## src/include/rpc_params.svh

```systemverilog
// rpc_params.svh: offsets, field positions, reset values and cause patterns
// assumes byte addresses on a 32-bit AXI4-Lite port, one register per word
// Operation
// - a status read returns the four cause bits, then clears them
// - status reads and watchdog control writes share one address
// - bit 7 set by power-on, cleared by watchdog time-out, stop recovery, read
// - bit 6 set by stop recovery, cleared by power-on, active time-out, read
// - bit 5 set by time-out, cleared by power-on, pin recovery, read
// - bit 4 set by reset pin, cleared by power-on, stop recovery, read
// - bit 0 follows the low-supply comparator while brown-out is active, reads 0 otherwise, never latched
// - power-on gives 1000, reset pin gives 0001, watchdog reset outside stop gives 0010
// - debugger reset and debug pin low in stop both give 1000
// - pin stop recovery gives 0100, watchdog stop recovery gives 0110
// - stop powers down all but brown-out, op-amp and watchdog
// - stop halts oscillators, clock, cpu; crystal pins return to gpio
// - in stop watchdog oscillator and logic run when enabled
// - brown-out runs in stop per option; op-amp per power gate
// - halt stops only the cpu; clocks and enabled peripherals run
// - halt ends on interrupt, time-out, power-on, brown-out, reset pin
// - power gate register is reset by power-on only
// - a one in a power gate bit disables its block
// - op-amp disable resets to one; cleared, op-amp runs even in stop
// - brown-out active only when gate bit and always-on option enable it
// - gate bit disables its block whatever the block's own enables say
`ifndef RPC_PARAMS_SVH
`define RPC_PARAMS_SVH
`define RPC_ADDR_PWR_GATE 12'hF80
`define RPC_ADDR_STATUS 12'hFF0
`define RPC_PG_RESET 8'h80
`define RPC_POS_OPAMP 7
`define RPC_POS_BROWNOUT 4
`define RPC_POS_TEMP 3
`define RPC_POS_ADC 2
`define RPC_POS_COMP 1
`define RPC_CAUSE_POR 4'h8
`define RPC_CAUSE_EXT 4'h1
`define RPC_CAUSE_WDT 4'h2
`define RPC_CAUSE_SMR_GPIO 4'h4
`define RPC_CAUSE_SMR_WDT 4'h6
`define RPC_RESP_OKAY 2'h0
`define RPC_RESP_DECERR 2'h3
`endif

```

## src/include/rpc_pkg.sv

```systemverilog
// rpc_pkg: types shared by the reset cause and power control files
// assumes nothing of its surroundings
package rpc_pkg;
    typedef enum logic [1:0] {
        mode_active = 2'b00,
        mode_halt = 2'b01,
        mode_stop = 2'b10
    } rpc_mode_t;
    // cause bits 7..4 of the status byte
    typedef logic [3:0] rpc_cause_t;
endpackage : rpc_pkg

```

## src/hdl/rpc_sync.sv

```systemverilog
// rpc_sync: two-flop synchroniser for pins from outside the clock domain
// assumes aclk always runs; reset value is a parameter
`timescale 1ns/1ps
module rpc_sync #(
    parameter int WIDTH = 1,
    parameter logic [WIDTH-1:0] INIT = '0
) (
    input logic aclk,
    input logic aresetn,
    input logic [WIDTH-1:0] din,
    output logic [WIDTH-1:0] dout
);
    logic [WIDTH-1:0] meta_r;
    logic [WIDTH-1:0] sync_r;

    always_ff @(posedge aclk) begin
        if (!aresetn) begin
            meta_r <= INIT;
            sync_r <= INIT;
        end else begin
            meta_r <= din;
            sync_r <= meta_r;
        end
    end

    assign dout = sync_r;
endmodule : rpc_sync

```

## src/hdl/rpc_cause_latch.sv

```systemverilog
// rpc_cause_latch: sticky reset and recovery cause bits 7..4
// assumes one-cycle event pulses on aclk; aresetn is power-on reset
`timescale 1ns/1ps
`include "rpc_params.svh"
module rpc_cause_latch (
    input logic aclk,
    input logic aresetn,
    input logic in_stop,
    input logic rd_clear,
    input logic ev_por_like,
    input logic ev_ext_rst,
    input logic ev_wdt_rst,
    input logic ev_wdt_timeout,
    input logic ev_smr_gpio,
    output rpc_pkg::rpc_cause_t cause
);
    import rpc_pkg::*;

    rpc_cause_t cause_r;
    rpc_cause_t cause_nxt;

    // clear first, then events, so a set in the read cycle survives
    always_comb begin
        cause_nxt = cause_r;
        if (rd_clear) begin
            cause_nxt = 4'h0;
        end
        if (ev_smr_gpio) begin
            cause_nxt = `RPC_CAUSE_SMR_GPIO;
        end
        if (ev_wdt_timeout) begin
            if (in_stop) begin
                cause_nxt = `RPC_CAUSE_SMR_WDT;
            end else begin
                cause_nxt[3] = 1'b0;
                cause_nxt[2] = 1'b0;
                cause_nxt[1] = 1'b1;
            end
        end
        if (ev_wdt_rst) begin
            cause_nxt = `RPC_CAUSE_WDT;
        end
        if (ev_ext_rst) begin
            cause_nxt = `RPC_CAUSE_EXT;
        end
        if (ev_por_like) begin
            cause_nxt = `RPC_CAUSE_POR;
        end
    end

    always_ff @(posedge aclk) begin
        if (!aresetn) begin
            cause_r <= `RPC_CAUSE_POR;
        end else begin
            cause_r <= cause_nxt;
        end
    end

    assign cause = cause_r;
endmodule : rpc_cause_latch

```

## src/hdl/rpc_top.sv

```systemverilog
// rpc_top: reset cause status, peripheral power gate and power modes
// assumes aclk keeps running in stop; event inputs are one-cycle pulses on aclk
// from the reset sequencer, watchdog, gpio and cpu; aresetn is power-on reset
`timescale 1ns/1ps
`include "rpc_params.svh"
module rpc_top #(
    parameter int ADDR_W = 12
) (
    input logic aclk,
    input logic aresetn,
    input logic [ADDR_W-1:0] s_axi_awaddr,
    input logic [2:0] s_axi_awprot,
    input logic s_axi_awvalid,
    output logic s_axi_awready,
    input logic [31:0] s_axi_wdata,
    input logic [3:0] s_axi_wstrb,
    input logic s_axi_wvalid,
    output logic s_axi_wready,
    output logic [1:0] s_axi_bresp,
    output logic s_axi_bvalid,
    input logic s_axi_bready,
    input logic [ADDR_W-1:0] s_axi_araddr,
    input logic [2:0] s_axi_arprot,
    input logic s_axi_arvalid,
    output logic s_axi_arready,
    output logic [31:0] s_axi_rdata,
    output logic [1:0] s_axi_rresp,
    output logic s_axi_rvalid,
    input logic s_axi_rready,
    input logic halt_instr,
    input logic stop_instr,
    input logic irq_req,
    input logic ext_reset_evt,
    input logic wdt_timeout,
    input logic wdt_reset_evt,
    input logic dbg_reset_evt,
    input logic brownout_reset_evt,
    input logic smr_gpio_evt,
    input logic debug_pin,
    input logic low_supply_cmp,
    input logic brownout_always_on_option,
    input logic brownout_stop_option,
    input logic wdt_osc_enable,
    input logic wdt_enable,
    input logic xtal_enable,
    input logic temp_enable,
    input logic adc_enable,
    input logic comp_enable,
    output rpc_pkg::rpc_mode_t power_mode,
    output logic cpu_run,
    output logic sys_clk_run,
    output logic osc_run,
    output logic crystal_pins_gpio,
    output logic wdt_osc_run,
    output logic wdt_logic_run,
    output logic brownout_run,
    output logic opamp_run,
    output logic temp_clk_en,
    output logic adc_clk_en,
    output logic comp_clk_en,
    output logic wdt_ctrl_wr,
    output logic [7:0] wdt_ctrl_data
);
    import rpc_pkg::*;

    // ---------------- pin synchronisers ----------------
    logic low_supply_s;
    logic debug_pin_s;

    rpc_sync #(
        .WIDTH(2),
        .INIT(2'h2)
    ) u_sync (
        .aclk(aclk),
        .aresetn(aresetn),
        .din({debug_pin, low_supply_cmp}),
        .dout({debug_pin_s, low_supply_s})
    );

    // ---------------- power mode state ----------------
    rpc_mode_t mode_r;
    rpc_mode_t mode_nxt;
    logic in_stop;
    logic dbg_pin_stop_rst;
    logic sys_reset_any;
    logic halt_exit;
    logic stop_exit;

    assign in_stop = (mode_r == mode_stop);
    // debug pin held low while stopped forces a system reset
    assign dbg_pin_stop_rst = in_stop & ~debug_pin_s;
    assign sys_reset_any = ext_reset_evt | wdt_reset_evt | dbg_reset_evt
                         | brownout_reset_evt | dbg_pin_stop_rst;
    assign halt_exit = irq_req | wdt_timeout | wdt_reset_evt
                     | brownout_reset_evt | ext_reset_evt | dbg_reset_evt;
    assign stop_exit = smr_gpio_evt | wdt_timeout | sys_reset_any;

    always_comb begin
        mode_nxt = mode_r;
        case (mode_r)
            mode_active: begin
                if (sys_reset_any) begin
                    mode_nxt = mode_active;
                end else if (stop_instr) begin
                    mode_nxt = mode_stop;
                end else if (halt_instr) begin
                    mode_nxt = mode_halt;
                end
            end
            mode_halt: begin
                if (halt_exit) begin
                    mode_nxt = mode_active;
                end
            end
            mode_stop: begin
                if (stop_exit) begin
                    mode_nxt = mode_active;
                end
            end
            default: begin
                mode_nxt = mode_active;
            end
        endcase
    end

    always_ff @(posedge aclk) begin
        if (!aresetn) begin
            mode_r <= mode_active;
        end else begin
            mode_r <= mode_nxt;
        end
    end

    // ---------------- status cause bits ----------------
    logic status_rd_clear;
    rpc_cause_t cause;
    logic [7:0] status_byte;
    logic brownout_nxt;

    rpc_cause_latch u_cause (
        .aclk(aclk),
        .aresetn(aresetn),
        .in_stop(in_stop),
        .rd_clear(status_rd_clear),
        .ev_por_like(dbg_reset_evt | dbg_pin_stop_rst | brownout_reset_evt),
        .ev_ext_rst(ext_reset_evt),
        .ev_wdt_rst(wdt_reset_evt & ~in_stop),
        .ev_wdt_timeout(wdt_timeout),
        .ev_smr_gpio(smr_gpio_evt & in_stop),
        .cause(cause)
    );

    // ---------------- AXI4-Lite write path ----------------
    logic aw_full_r;
    logic aw_full_nxt;
    logic w_full_r;
    logic w_full_nxt;
    logic [ADDR_W-1:0] waddr_r;
    logic [ADDR_W-1:0] waddr_nxt;
    logic [7:0] wbyte_r;
    logic [7:0] wbyte_nxt;
    logic wlane_r;
    logic wlane_nxt;
    logic awready_r;
    logic awready_nxt;
    logic wready_r;
    logic wready_nxt;
    logic bvalid_r;
    logic bvalid_nxt;
    logic [1:0] bresp_r;
    logic [1:0] bresp_nxt;
    logic wr_fire;
    logic [7:0] pg_r;
    logic [7:0] pg_nxt;
    logic wdt_wr_r;
    logic wdt_wr_nxt;
    logic [7:0] wdt_data_r;
    logic [7:0] wdt_data_nxt;

    assign wr_fire = aw_full_r & w_full_r & ~bvalid_r;

    always_comb begin
        aw_full_nxt = aw_full_r;
        w_full_nxt = w_full_r;
        waddr_nxt = waddr_r;
        wbyte_nxt = wbyte_r;
        wlane_nxt = wlane_r;
        bvalid_nxt = bvalid_r;
        bresp_nxt = bresp_r;
        pg_nxt = pg_r;
        wdt_wr_nxt = 1'b0;
        wdt_data_nxt = wdt_data_r;
        if (s_axi_awvalid && awready_r) begin
            aw_full_nxt = 1'b1;
            waddr_nxt = s_axi_awaddr;
        end
        if (s_axi_wvalid && wready_r) begin
            w_full_nxt = 1'b1;
            wbyte_nxt = s_axi_wdata[7:0];
            wlane_nxt = s_axi_wstrb[0];
        end
        if (bvalid_r && s_axi_bready) begin
            bvalid_nxt = 1'b0;
        end
        if (wr_fire) begin
            aw_full_nxt = 1'b0;
            w_full_nxt = 1'b0;
            bvalid_nxt = 1'b1;
            bresp_nxt = `RPC_RESP_OKAY;
            if (waddr_r == `RPC_ADDR_PWR_GATE) begin
                if (wlane_r) begin
                    pg_nxt = wbyte_r;
                end
            end else if (waddr_r == `RPC_ADDR_STATUS) begin
                // writes here reach the watchdog control, not the status
                if (wlane_r) begin
                    wdt_wr_nxt = 1'b1;
                    wdt_data_nxt = wbyte_r;
                end
            end else begin
                bresp_nxt = `RPC_RESP_DECERR;
            end
        end
        awready_nxt = ~aw_full_nxt;
        wready_nxt = ~w_full_nxt;
    end

    always_ff @(posedge aclk) begin
        if (!aresetn) begin
            aw_full_r <= 1'b0;
            w_full_r <= 1'b0;
            waddr_r <= '0;
            wbyte_r <= 8'h00;
            wlane_r <= 1'b0;
            awready_r <= 1'b1;
            wready_r <= 1'b1;
            bvalid_r <= 1'b0;
            bresp_r <= `RPC_RESP_OKAY;
            pg_r <= `RPC_PG_RESET;
            wdt_wr_r <= 1'b0;
            wdt_data_r <= 8'h00;
        end else begin
            aw_full_r <= aw_full_nxt;
            w_full_r <= w_full_nxt;
            waddr_r <= waddr_nxt;
            wbyte_r <= wbyte_nxt;
            wlane_r <= wlane_nxt;
            awready_r <= awready_nxt;
            wready_r <= wready_nxt;
            bvalid_r <= bvalid_nxt;
            bresp_r <= bresp_nxt;
            // only aresetn reloads the gate; system resets leave it alone
            pg_r <= pg_nxt;
            wdt_wr_r <= wdt_wr_nxt;
            wdt_data_r <= wdt_data_nxt;
        end
    end

    // ---------------- AXI4-Lite read path ----------------
    logic arready_r;
    logic arready_nxt;
    logic rvalid_r;
    logic rvalid_nxt;
    logic [7:0] rbyte_r;
    logic [7:0] rbyte_nxt;
    logic [1:0] rresp_r;
    logic [1:0] rresp_nxt;
    logic rd_take;

    assign rd_take = s_axi_arvalid & arready_r;
    assign status_rd_clear = rd_take & (s_axi_araddr == `RPC_ADDR_STATUS);
    assign status_byte = {cause, 3'b000, low_supply_s & brownout_nxt};

    always_comb begin
        rvalid_nxt = rvalid_r;
        rbyte_nxt = rbyte_r;
        rresp_nxt = rresp_r;
        if (rvalid_r && s_axi_rready) begin
            rvalid_nxt = 1'b0;
        end
        if (rd_take) begin
            rvalid_nxt = 1'b1;
            rresp_nxt = `RPC_RESP_OKAY;
            if (s_axi_araddr == `RPC_ADDR_PWR_GATE) begin
                rbyte_nxt = pg_r;
            end else if (s_axi_araddr == `RPC_ADDR_STATUS) begin
                rbyte_nxt = status_byte;
            end else begin
                rbyte_nxt = 8'h00;
                rresp_nxt = `RPC_RESP_DECERR;
            end
        end
        arready_nxt = ~rvalid_nxt;
    end

    always_ff @(posedge aclk) begin
        if (!aresetn) begin
            arready_r <= 1'b1;
            rvalid_r <= 1'b0;
            rbyte_r <= 8'h00;
            rresp_r <= `RPC_RESP_OKAY;
        end else begin
            arready_r <= arready_nxt;
            rvalid_r <= rvalid_nxt;
            rbyte_r <= rbyte_nxt;
            rresp_r <= rresp_nxt;
        end
    end

    // ---------------- power and clock enables ----------------
    logic cpu_nxt;
    logic sysclk_nxt;
    logic osc_nxt;
    logic xpins_nxt;
    logic wdt_osc_nxt;
    logic wdt_logic_nxt;
    logic opamp_nxt;
    logic temp_nxt;
    logic adc_nxt;
    logic comp_nxt;
    logic en_r [0:10];

    always_comb begin
        cpu_nxt = (mode_r == mode_active);
        sysclk_nxt = ~in_stop;
        osc_nxt = ~in_stop;
        xpins_nxt = in_stop | ~xtal_enable;
        wdt_osc_nxt = wdt_osc_enable;
        wdt_logic_nxt = wdt_enable;
        brownout_nxt = ~pg_r[`RPC_POS_BROWNOUT] & brownout_always_on_option
                     & (~in_stop | brownout_stop_option);
        opamp_nxt = ~pg_r[`RPC_POS_OPAMP];
        // gate bit wins over the block's own enable; stop idles the rest
        temp_nxt = temp_enable & ~pg_r[`RPC_POS_TEMP] & ~in_stop;
        adc_nxt = adc_enable & ~pg_r[`RPC_POS_ADC] & ~in_stop;
        comp_nxt = comp_enable & ~pg_r[`RPC_POS_COMP] & ~in_stop;
    end

    always_ff @(posedge aclk) begin
        if (!aresetn) begin
            for (int i = 0; i < 11; i++) begin
                en_r[i] <= 1'b0;
            end
        end else begin
            en_r[0] <= cpu_nxt;
            en_r[1] <= sysclk_nxt;
            en_r[2] <= osc_nxt;
            en_r[3] <= xpins_nxt;
            en_r[4] <= wdt_osc_nxt;
            en_r[5] <= wdt_logic_nxt;
            en_r[6] <= brownout_nxt;
            en_r[7] <= opamp_nxt;
            en_r[8] <= temp_nxt;
            en_r[9] <= adc_nxt;
            en_r[10] <= comp_nxt;
        end
    end

    // ---------------- outputs ----------------
    assign s_axi_awready = awready_r;
    assign s_axi_wready = wready_r;
    assign s_axi_bvalid = bvalid_r;
    assign s_axi_bresp = bresp_r;
    assign s_axi_arready = arready_r;
    assign s_axi_rvalid = rvalid_r;
    assign s_axi_rdata = {24'h000000, rbyte_r};
    assign s_axi_rresp = rresp_r;
    assign power_mode = mode_r;
    assign cpu_run = en_r[0];
    assign sys_clk_run = en_r[1];
    assign osc_run = en_r[2];
    assign crystal_pins_gpio = en_r[3];
    assign wdt_osc_run = en_r[4];
    assign wdt_logic_run = en_r[5];
    assign brownout_run = en_r[6];
    assign opamp_run = en_r[7];
    assign temp_clk_en = en_r[8];
    assign adc_clk_en = en_r[9];
    assign comp_clk_en = en_r[10];
    assign wdt_ctrl_wr = wdt_wr_r;
    assign wdt_ctrl_data = wdt_data_r;
endmodule : rpc_top

```

## config.mk

```make
export PLATFORM = sky130hd
export DESIGN_NAME = rpc_top
export DESIGN_NICKNAME = d
export VERILOG_FILES = /design/src/include/rpc_pkg.sv /design/src/hdl/rpc_sync.sv /design/src/hdl/rpc_cause_latch.sv /design/src/hdl/rpc_top.sv
export VERILOG_INCLUDE_DIRS = /design/src /design/src/include
export SDC_FILE = /design/constraint.sdc
export NUM_CORES = 1
export LEC_CHECK = 0
export BUFFER_PORTS_ARGS = -buffer_cell sky130_fd_sc_hd__buf_2
export CAP_MARGIN = 40
export CORE_AREA = 2 2 88 90
export CTS_BUF_LIST = sky130_fd_sc_hd__clkbuf_16
export DETAILED_ROUTE_END_ITERATION = 10
export DIE_AREA = 0 0 90 92
export GPL_TIMING_DRIVEN = 0
export PLACE_DENSITY = 0.74
export SLEW_MARGIN = 20
export SYNTH_ARGS = -nofsm -noshare
export SYNTH_HDL_FRONTEND = slang
export SYNTH_HIERARCHICAL = 1
export SYNTH_SLANG_ARGS = --single-unit
```

## constraint.sdc

```tcl
create_clock -name aclk -period 2.2 [get_ports aclk]
set_clock_uncertainty 0.2 [all_clocks]
set_input_delay 0.22 -clock aclk [delete_from_list [all_inputs] [get_ports aclk]]
set_output_delay 0.22 -clock aclk [all_outputs]
set_load 0.01 [all_outputs]
```

==> impl_results.md, run 1 <==
* Hold Startpoint: s_axi_arvalid
* Core Rows at 32
* Drt pass-1 iters at 4
* CP Capture Type: flop
* Overflow after GRT at 0
* Postcts setup bufs at 0
* Worst Setup Start Kind: input port
* Fin Setup TNS at 0 ps
* Syn-to-layout area delta at 45.22%
* Distinct cells, synth at 43
* Hold Fails Final Rpt at 0
* Yosys reg bits at 76
* Sw Ratio at 22.95%
* Yosys warns at 6
* Port Buffers at 97
* Area leader, netlist: dfxtp_1
* Die area at 0.008280 mm2
* Comb power frac at 10.1%
* Fraction of registers with async set/reset at 0%
* DRC errors left at 0
* Share of layout cells above drive strength 1 at 29.45%
* Finished Layout Cells at 625
* Routability cong. at 0.8350
* Post-synth top area share at 50.08%
* Synth Flop Type: dfxtp_1
* Final period util at 95.16%
* Placeable core area at 0.007447 mm2
* Largest fanout on the critical path at 5
* Reg2Reg Capture Point: wdt_ctrl_data[6]
* Antenna cells at 0
* Largest net degree at the start of global routing at 15
* Cells after synthesis at 352
* Leakage at 0.001962 uW
* Worst Max-Slew Pin Slew at 674.7 ps
* Class of the worst hold path: input port to flop
* CTS tree: yes
* Drt via density at 4.832
* Internal reg-to-reg setup slack at 180 ps
* Pwr Density at 764.8 mW/mm2
* Num CTS Buffers at 9
* Wire per inst at 12.82 um
* Post-DP HPWL at 5644 um
* Top cells by area, synth: dfxtp_1 (50%), a21oi_1 (7.1%), nand2_1 (6.7%)
* Syn avg cell area at 8.630 um2
* Core Util, Final at 59.24%
* Clk sinks at 76
* Achievable frequency at 477.6 MHz
* Later-pin clock latency in the skew report at 330 ps
* Overall routed net length at 8013 um
* Switch Pwr at 774.4 uW
* DR iter-0 viols at 154
* Worst VDD drop at 429.2 uV
* Die W at 90 um
* Initial core utilization at 40.79%
* Post-layout nets at 610
* Crit path kind: input port to flop
* Fin. max-slew vios at 0
* Via count of the first global-routing pass at 2792
* CTS root buffer: clkbuf_16
* Sequential cell area fraction in the yosys report at 50.08%
* Largest buffer count on any clock path at 2
* Period minus WS final at 2094 ps
* Final setup violation count at 0
* Number of flops mapped to enable cells by yosys at 0
* H-tree Lvls at 3
* Rel. slew slack at 54.60%
* Sequential fraction of design power at 43.4%
* Pint at 2600 uW
* Antenna-violating nets left at 0
* Worst Path Arrival at 2120 ps
* Die height at 92 um
* Hold Path Depth at 3
* First-pass GRT wire length at 12920 um
* Reg2reg start: waddr_r[0]
* RSZ-0062 raised after global routing: false
* Critical path data required time at 2230 ps
* Gr usage total at 19.40%
* Initial antenna violation count at 0
* Max_cap viols at 0
* Clock transition at path regs at 60 ps
* Netlist Area Pre-Place at 0.003038 mm2
* Reg2reg path depth at 6
* Status: completed
* WHS Endpoint: s_axi_rresp[0]
* Placed insts at 576
* I/O Pins at 155
* Vias post-DR at 3020
* Clock Power Share at 46.5%
cell usage after synthesis (2+ instances only):
master    instances
nor4_2            2
nor2b_1           4
nor3b_1           3
dfxtp_1          76
or4_4             2
a22oi_1           8
nand4_1          16
and2_1           11
inv_1            10
nor3_1            7
nand2_1          54
or4_1             2
clkbuf_1         14
buf_4            26
nand3_1           5
a211oi_1          2
nor4_1            4
o21ai_0          18
nor2_1           16
nand2b_1          5
a21oi_1          43
or2_2             3
per-layer routing:
metal	wire, um	up-vias	part of all wire (%)	GRT usage [%]
li1	-	1510	-	-
met1	3374	1392	42	22.83
met2	4011	106	50	34.02
met3	431	12	5.4	3.780
met4	195	0	2.4	9.231
met5	0	-	0	0
area by class of cell:
cell class / instances / area [um2]
well taps: 102 / 127.6
inverters: 11 / 41.29
flip-flops and latches: 76 / 1521
plain buffers: 41 / 252.7
multi-input cells: 247 / 1318
repair buffers: 132 / 825.8
fillers: 645 / 3035
clock buffers: 9 / 225.2
clock inverters: 7 / 100.1
how the worst max path moves through the flow:
stage	slack, ps	to	start
6_report	110	power_mode[0]	ext_reset_evt
5_1_grt	40	power_mode[0]	ext_reset_evt
3_3_place_gp	4	u_cause/cause[1]	s_axi_araddr[1]
2_1_floorplan	200	u_cause/cause[1]	s_axi_araddr[1]
4_1_cts	120	power_mode[0]	ext_reset_evt
3_5_place_dp	-10	u_cause/cause[1]	s_axi_araddr[1]
metrics by stage:
step	hold slack, ps	setup slack [ps]	total power, uW	instance area, um2
finish	14.95	106.4	3374	4412
global route	16.05	35.16	3503	4412
CTS	1.341	119.0	3396	4403
detailed placement	198.3	-14.49	1782	3747
global placement	196.0	4.056	1772	3737
floorplan	93.04	203.0	1663	3124
cells in the final DEF, fill, tap and decap left out, types with 7 or more instances in the layout:
| cell | instances |
|---|---|
| a21oi_1 | 43 |
| dlygate4sd3_1 | 33 |
| inv_1 | 10 |
| clkbuf_16 | 9 |
| nand4_1 | 16 |
| buf_4 | 26 |
| dfxtp_1 | 76 |
| conb_1 | 24 |
| a22oi_1 | 8 |
| and2_1 | 11 |
| nor2_1 | 16 |
| o21ai_0 | 18 |
| nand2_1 | 54 |
| buf_2 | 100 |
| clkbuf_1 | 14 |
| nor3_1 | 7 |
critical path: stages:
cell and delay, ps:
dlygate4sd3_1 540, buf_2 160, or4_1 460, a211oi_1 400
nor2b_1 90, o221a_2 250
registers in the layout (all words and copies together) (netlist names), 2 cells and up:
name           cells
waddr_r           12
en_r              11
pg_r               8
rbyte_r            8
wbyte_r            8
wdt_ctrl_data      8
u_cause/cause      4
power_mode         2
u_sync/dout        2
u_sync/meta_r      2
power groups by stage:
stage	Combinational [uW]	Sequential, uW	Clock (uW)
after floorplan	169	1490	0
after global placement	283	1490	0
after detailed placement	291	1490	0
after CTS	336	1460	1600
after global routing	378	1470	1660
final	341	1460	1570
cells by family after synthesis:
family | Yosys count | synth area share, %
AND/OR/NAND/NOR | 144 | 25.25
AO/OA/AOI/OAI | 78 | 14.54
flip-flops | 76 | 50.08
buffers and inverters | 52 | 9.679
multiplexers | 1 | 0.3295
other | 1 | 0.1234
timing repair:
action                                  CTS  global route
endpoints found under the hold margin    35             0
endpoints found under the setup margin    0             2
gates resized for setup                   0             1
hold buffers                             33             0
Note: power is estimated with default switching activity, not from simulation.
==> run 2: changes to the inputs <==
Settings changed: CORE_AREA 2 2 88 90 to 2 2 86 88, DIE_AREA 0 0 90 92 to 0 0 88 90, PLACE_DENSITY 0.74 to 0.84, SLEW_MARGIN 20 to not set, SYNTH_HIERARCHICAL 1 to not set.
==> impl_results.md, run 2 <==
* Crit path kind: flop to flop
* Rel. slew slack at 43.69%
* Yosys reg bits at 76
* Reg2reg start: waddr_r[0]
* Num CTS Buffers at 9
* Post-synth top area share at 51.44%
* Period minus WS final at 2181 ps
* Wire per inst at 12.13 um
* Fin. max-slew vios at 0
* Worst Setup Start Kind: flop
* Power Total at 3168 uW
* Class of the worst hold path: input port to flop
* Largest buffer count on any clock path at 2
* Top cells by count, synth: dfxtp_1 (76), nand2_1 (75), a21oi_1 (27)
* Die W at 88 um
* Hold Path Depth at 3
* Sw Ratio at 22.41%
* Syn avg cell area at 9.018 um2
* Switch Pwr at 709.9 uW
* Worst Path Arrival at 2200 ps
* Largest fanout on the critical path at 8
* Distinct cells, synth at 43
* Routability cong. at 0.7690
* Largest net degree at the start of global routing at 13
* Max reg flops at 12
* First-pass GRT wire length at 11520 um
* Drt pass-1 iters at 7
* Achievable frequency at 458.6 MHz
* Vias post-DR at 2735
* Yosys warns at 0
* Comb power frac at 10.3%
* Area leader, netlist: dfxtp_1
* CTS root buffer: clkbuf_16
* Gr usage total at 18.55%
* Postcts setup bufs at 0
* Worst VDD drop at 403.7 uV
* Top reg by flops: waddr_r
* Most frequent cells in the layout: buf_2 (96), nand2_1 (75), dfxtp_1 (75)
* Die area at 0.007920 mm2
* Slowest CP cell: or4b_1
* Port Buffers at 96
* Reg2Reg Capture Point: pg_r[7]
* Pint at 2458 uW
* Hold Fails Final Rpt at 0
* Final period util at 99.13%
* WHS Endpoint: en_r[6]
* Leakage at 0.002035 uW
* Cells after synthesis at 328
* CP peak stage delay at 510 ps
* Max_cap viols at 0
* Final setup violation count at 0
* Fraction of registers with async set/reset at 0%
* Sequential cell area fraction in the yosys report at 51.44%
* Worst setup margin at 19.23 ps
* Share of layout cells above drive strength 1 at 29.84%
* I/O Pins at 155
* Initial core utilization at 42.13%
* Clock transition at path regs at 60 ps
* Netlist Area Pre-Place at 0.002958 mm2
* Post-layout nets at 583
* Pwr Density at 741.4 mW/mm2
* Reg2reg path depth at 5
* Core Rows at 31
* Via count of the first global-routing pass at 2654
* Hold Startpoint: brownout_stop_option
* Antenna-violating nets left at 0
* Number of flops mapped to enable cells by yosys at 0
* Later-pin clock latency in the skew report at 330 ps
* Crit path cell chain: or4b_1 > or4_4 > or2_1 > buf_6 > o31a_1
* Initial antenna violation count at 0
* Clock Power Share at 43.6%
* Sequential fraction of design power at 46.0%
* Antenna cells at 0
* Synth Flop Type: dfxtp_1
* Top cells by area, synth: dfxtp_1 (51%), nand2_1 (9.5%), buf_4 (6.6%)
* RSZ-0062 raised after global routing: true
* Most common cell in the netlist: dfxtp_1
* Clk sinks at 76
* Syn-to-layout area delta at 44.46%
* CP Capture Type: flop
* DRC errors left at 0
* Worst Max-Slew Pin Slew at 837.7 ps
* Overflow after GRT at 0
* Status: completed
* H-tree Lvls at 3
* DR iter-0 viols at 74
* Drt via density at 4.597
* CTS tree: yes
* Post-place setup slack at 6.767 ps
* Placeable core area at 0.007020 mm2
* Commonest non-fill, non-tap cell in the layout: buf_2
* Critical path data required time at 2210 ps
* Die height at 90 um
* Overall routed net length at 7216 um
* Post-DP HPWL at 5029 um
* Largest regs: waddr_r (12), en_r (11)
* Internal reg-to-reg setup slack at 20 ps
run 2: kinds of logic after synthesis:
logic type,Yosys count,share of synthesized area (%)
AND/OR/NAND/NOR,141,23.31
flip-flops,76,51.44
AO/OA/AOI/OAI,48,10.28
buffers and inverters,47,9.772
multiplexers,15,5.076
other,1,0.1268
run 2: what timing repair did:
action	in CTS	in global routing
hold buffers	33	0
setup endpoints to repair	1	2
pin swaps	1	0
endpoints found under the hold margin	33	0
gates cloned	0	0
gates resized for setup	1	2
run 2: worst max-delay path by stage:
stage | start | endpoint | slack, ps
5_1_grt | waddr_r[0] | pg_r[7] | -40
3_3_place_gp | waddr_r[0] | pg_r[7] | 10
3_5_place_dp | waddr_r[0] | pg_r[7] | 7
4_1_cts | waddr_r[0] | pg_r[7] | 10
6_report | waddr_r[0] | pg_r[7] | 20
2_1_floorplan | waddr_r[0] | pg_r[7] | 80
run 2: stage by stage:
| step | hold slack [ps] | setup TNS, ps | instance area, um2 | util, % | instances |
|---|---|---|---|---|---|
| global route | 32.18 | -36.43 | 4273 | 60.86 | 595 |
| global placement | 199.3 | 0 | 3649 | 51.97 | 546 |
| CTS | 12.65 | 0 | 4267 | 60.77 | 595 |
| detailed placement | 202.3 | 0 | 3649 | 51.97 | 546 |
| finish | 10.94 | 0 | 4273 | 60.86 | 595 |
| floorplan | 111.9 | 0 | 3044 | - | 351 |
run 2: layout make-up:
class | instances | area (um2)
Buffer | 39 | 259.0
Clock buffer | 9 | 225.2
Clock inverter | 7 | 58.81
Fill cell | 604 | 2748
Inverter | 8 | 30.03
Multi-Input combinational cell | 228 | 1242
Sequential cell | 76 | 1523
Tap cell | 99 | 123.9
Timing Repair Buffer | 129 | 810.8
run 2: routing by layer:
layer | track usage, % | part of all wire [%] | wire [um]
met4 | 8.974 | 2.6 | 187
met5 | 0 | 0 | 0
met3 | 4.867 | 6.9 | 499
met1 | 19.18 | 40 | 2903
met2 | 33.65 | 50 | 3626
run 2: power by group through the flow:
stage	sequential (uW)	combinational, uW	clock (uW)
2_1_floorplan	1490	162	0
3_3_place_gp	1480	271	0
3_5_place_dp	1490	277	0
4_1_cts	1460	323	1410
5_1_grt	1460	363	1460
6_report	1460	327	1380
run 2: critical path, delay by kind of cell, from the launching register on:
| kind | cells | cell delay, ps |
|---|---|---|
| AND/OR/NAND/NOR | 3 | 1170 |
| flip-flops | 1 | 320 |
| AO/OA/AOI/OAI | 1 | 230 |
| buffers and inverters | 1 | 150 |
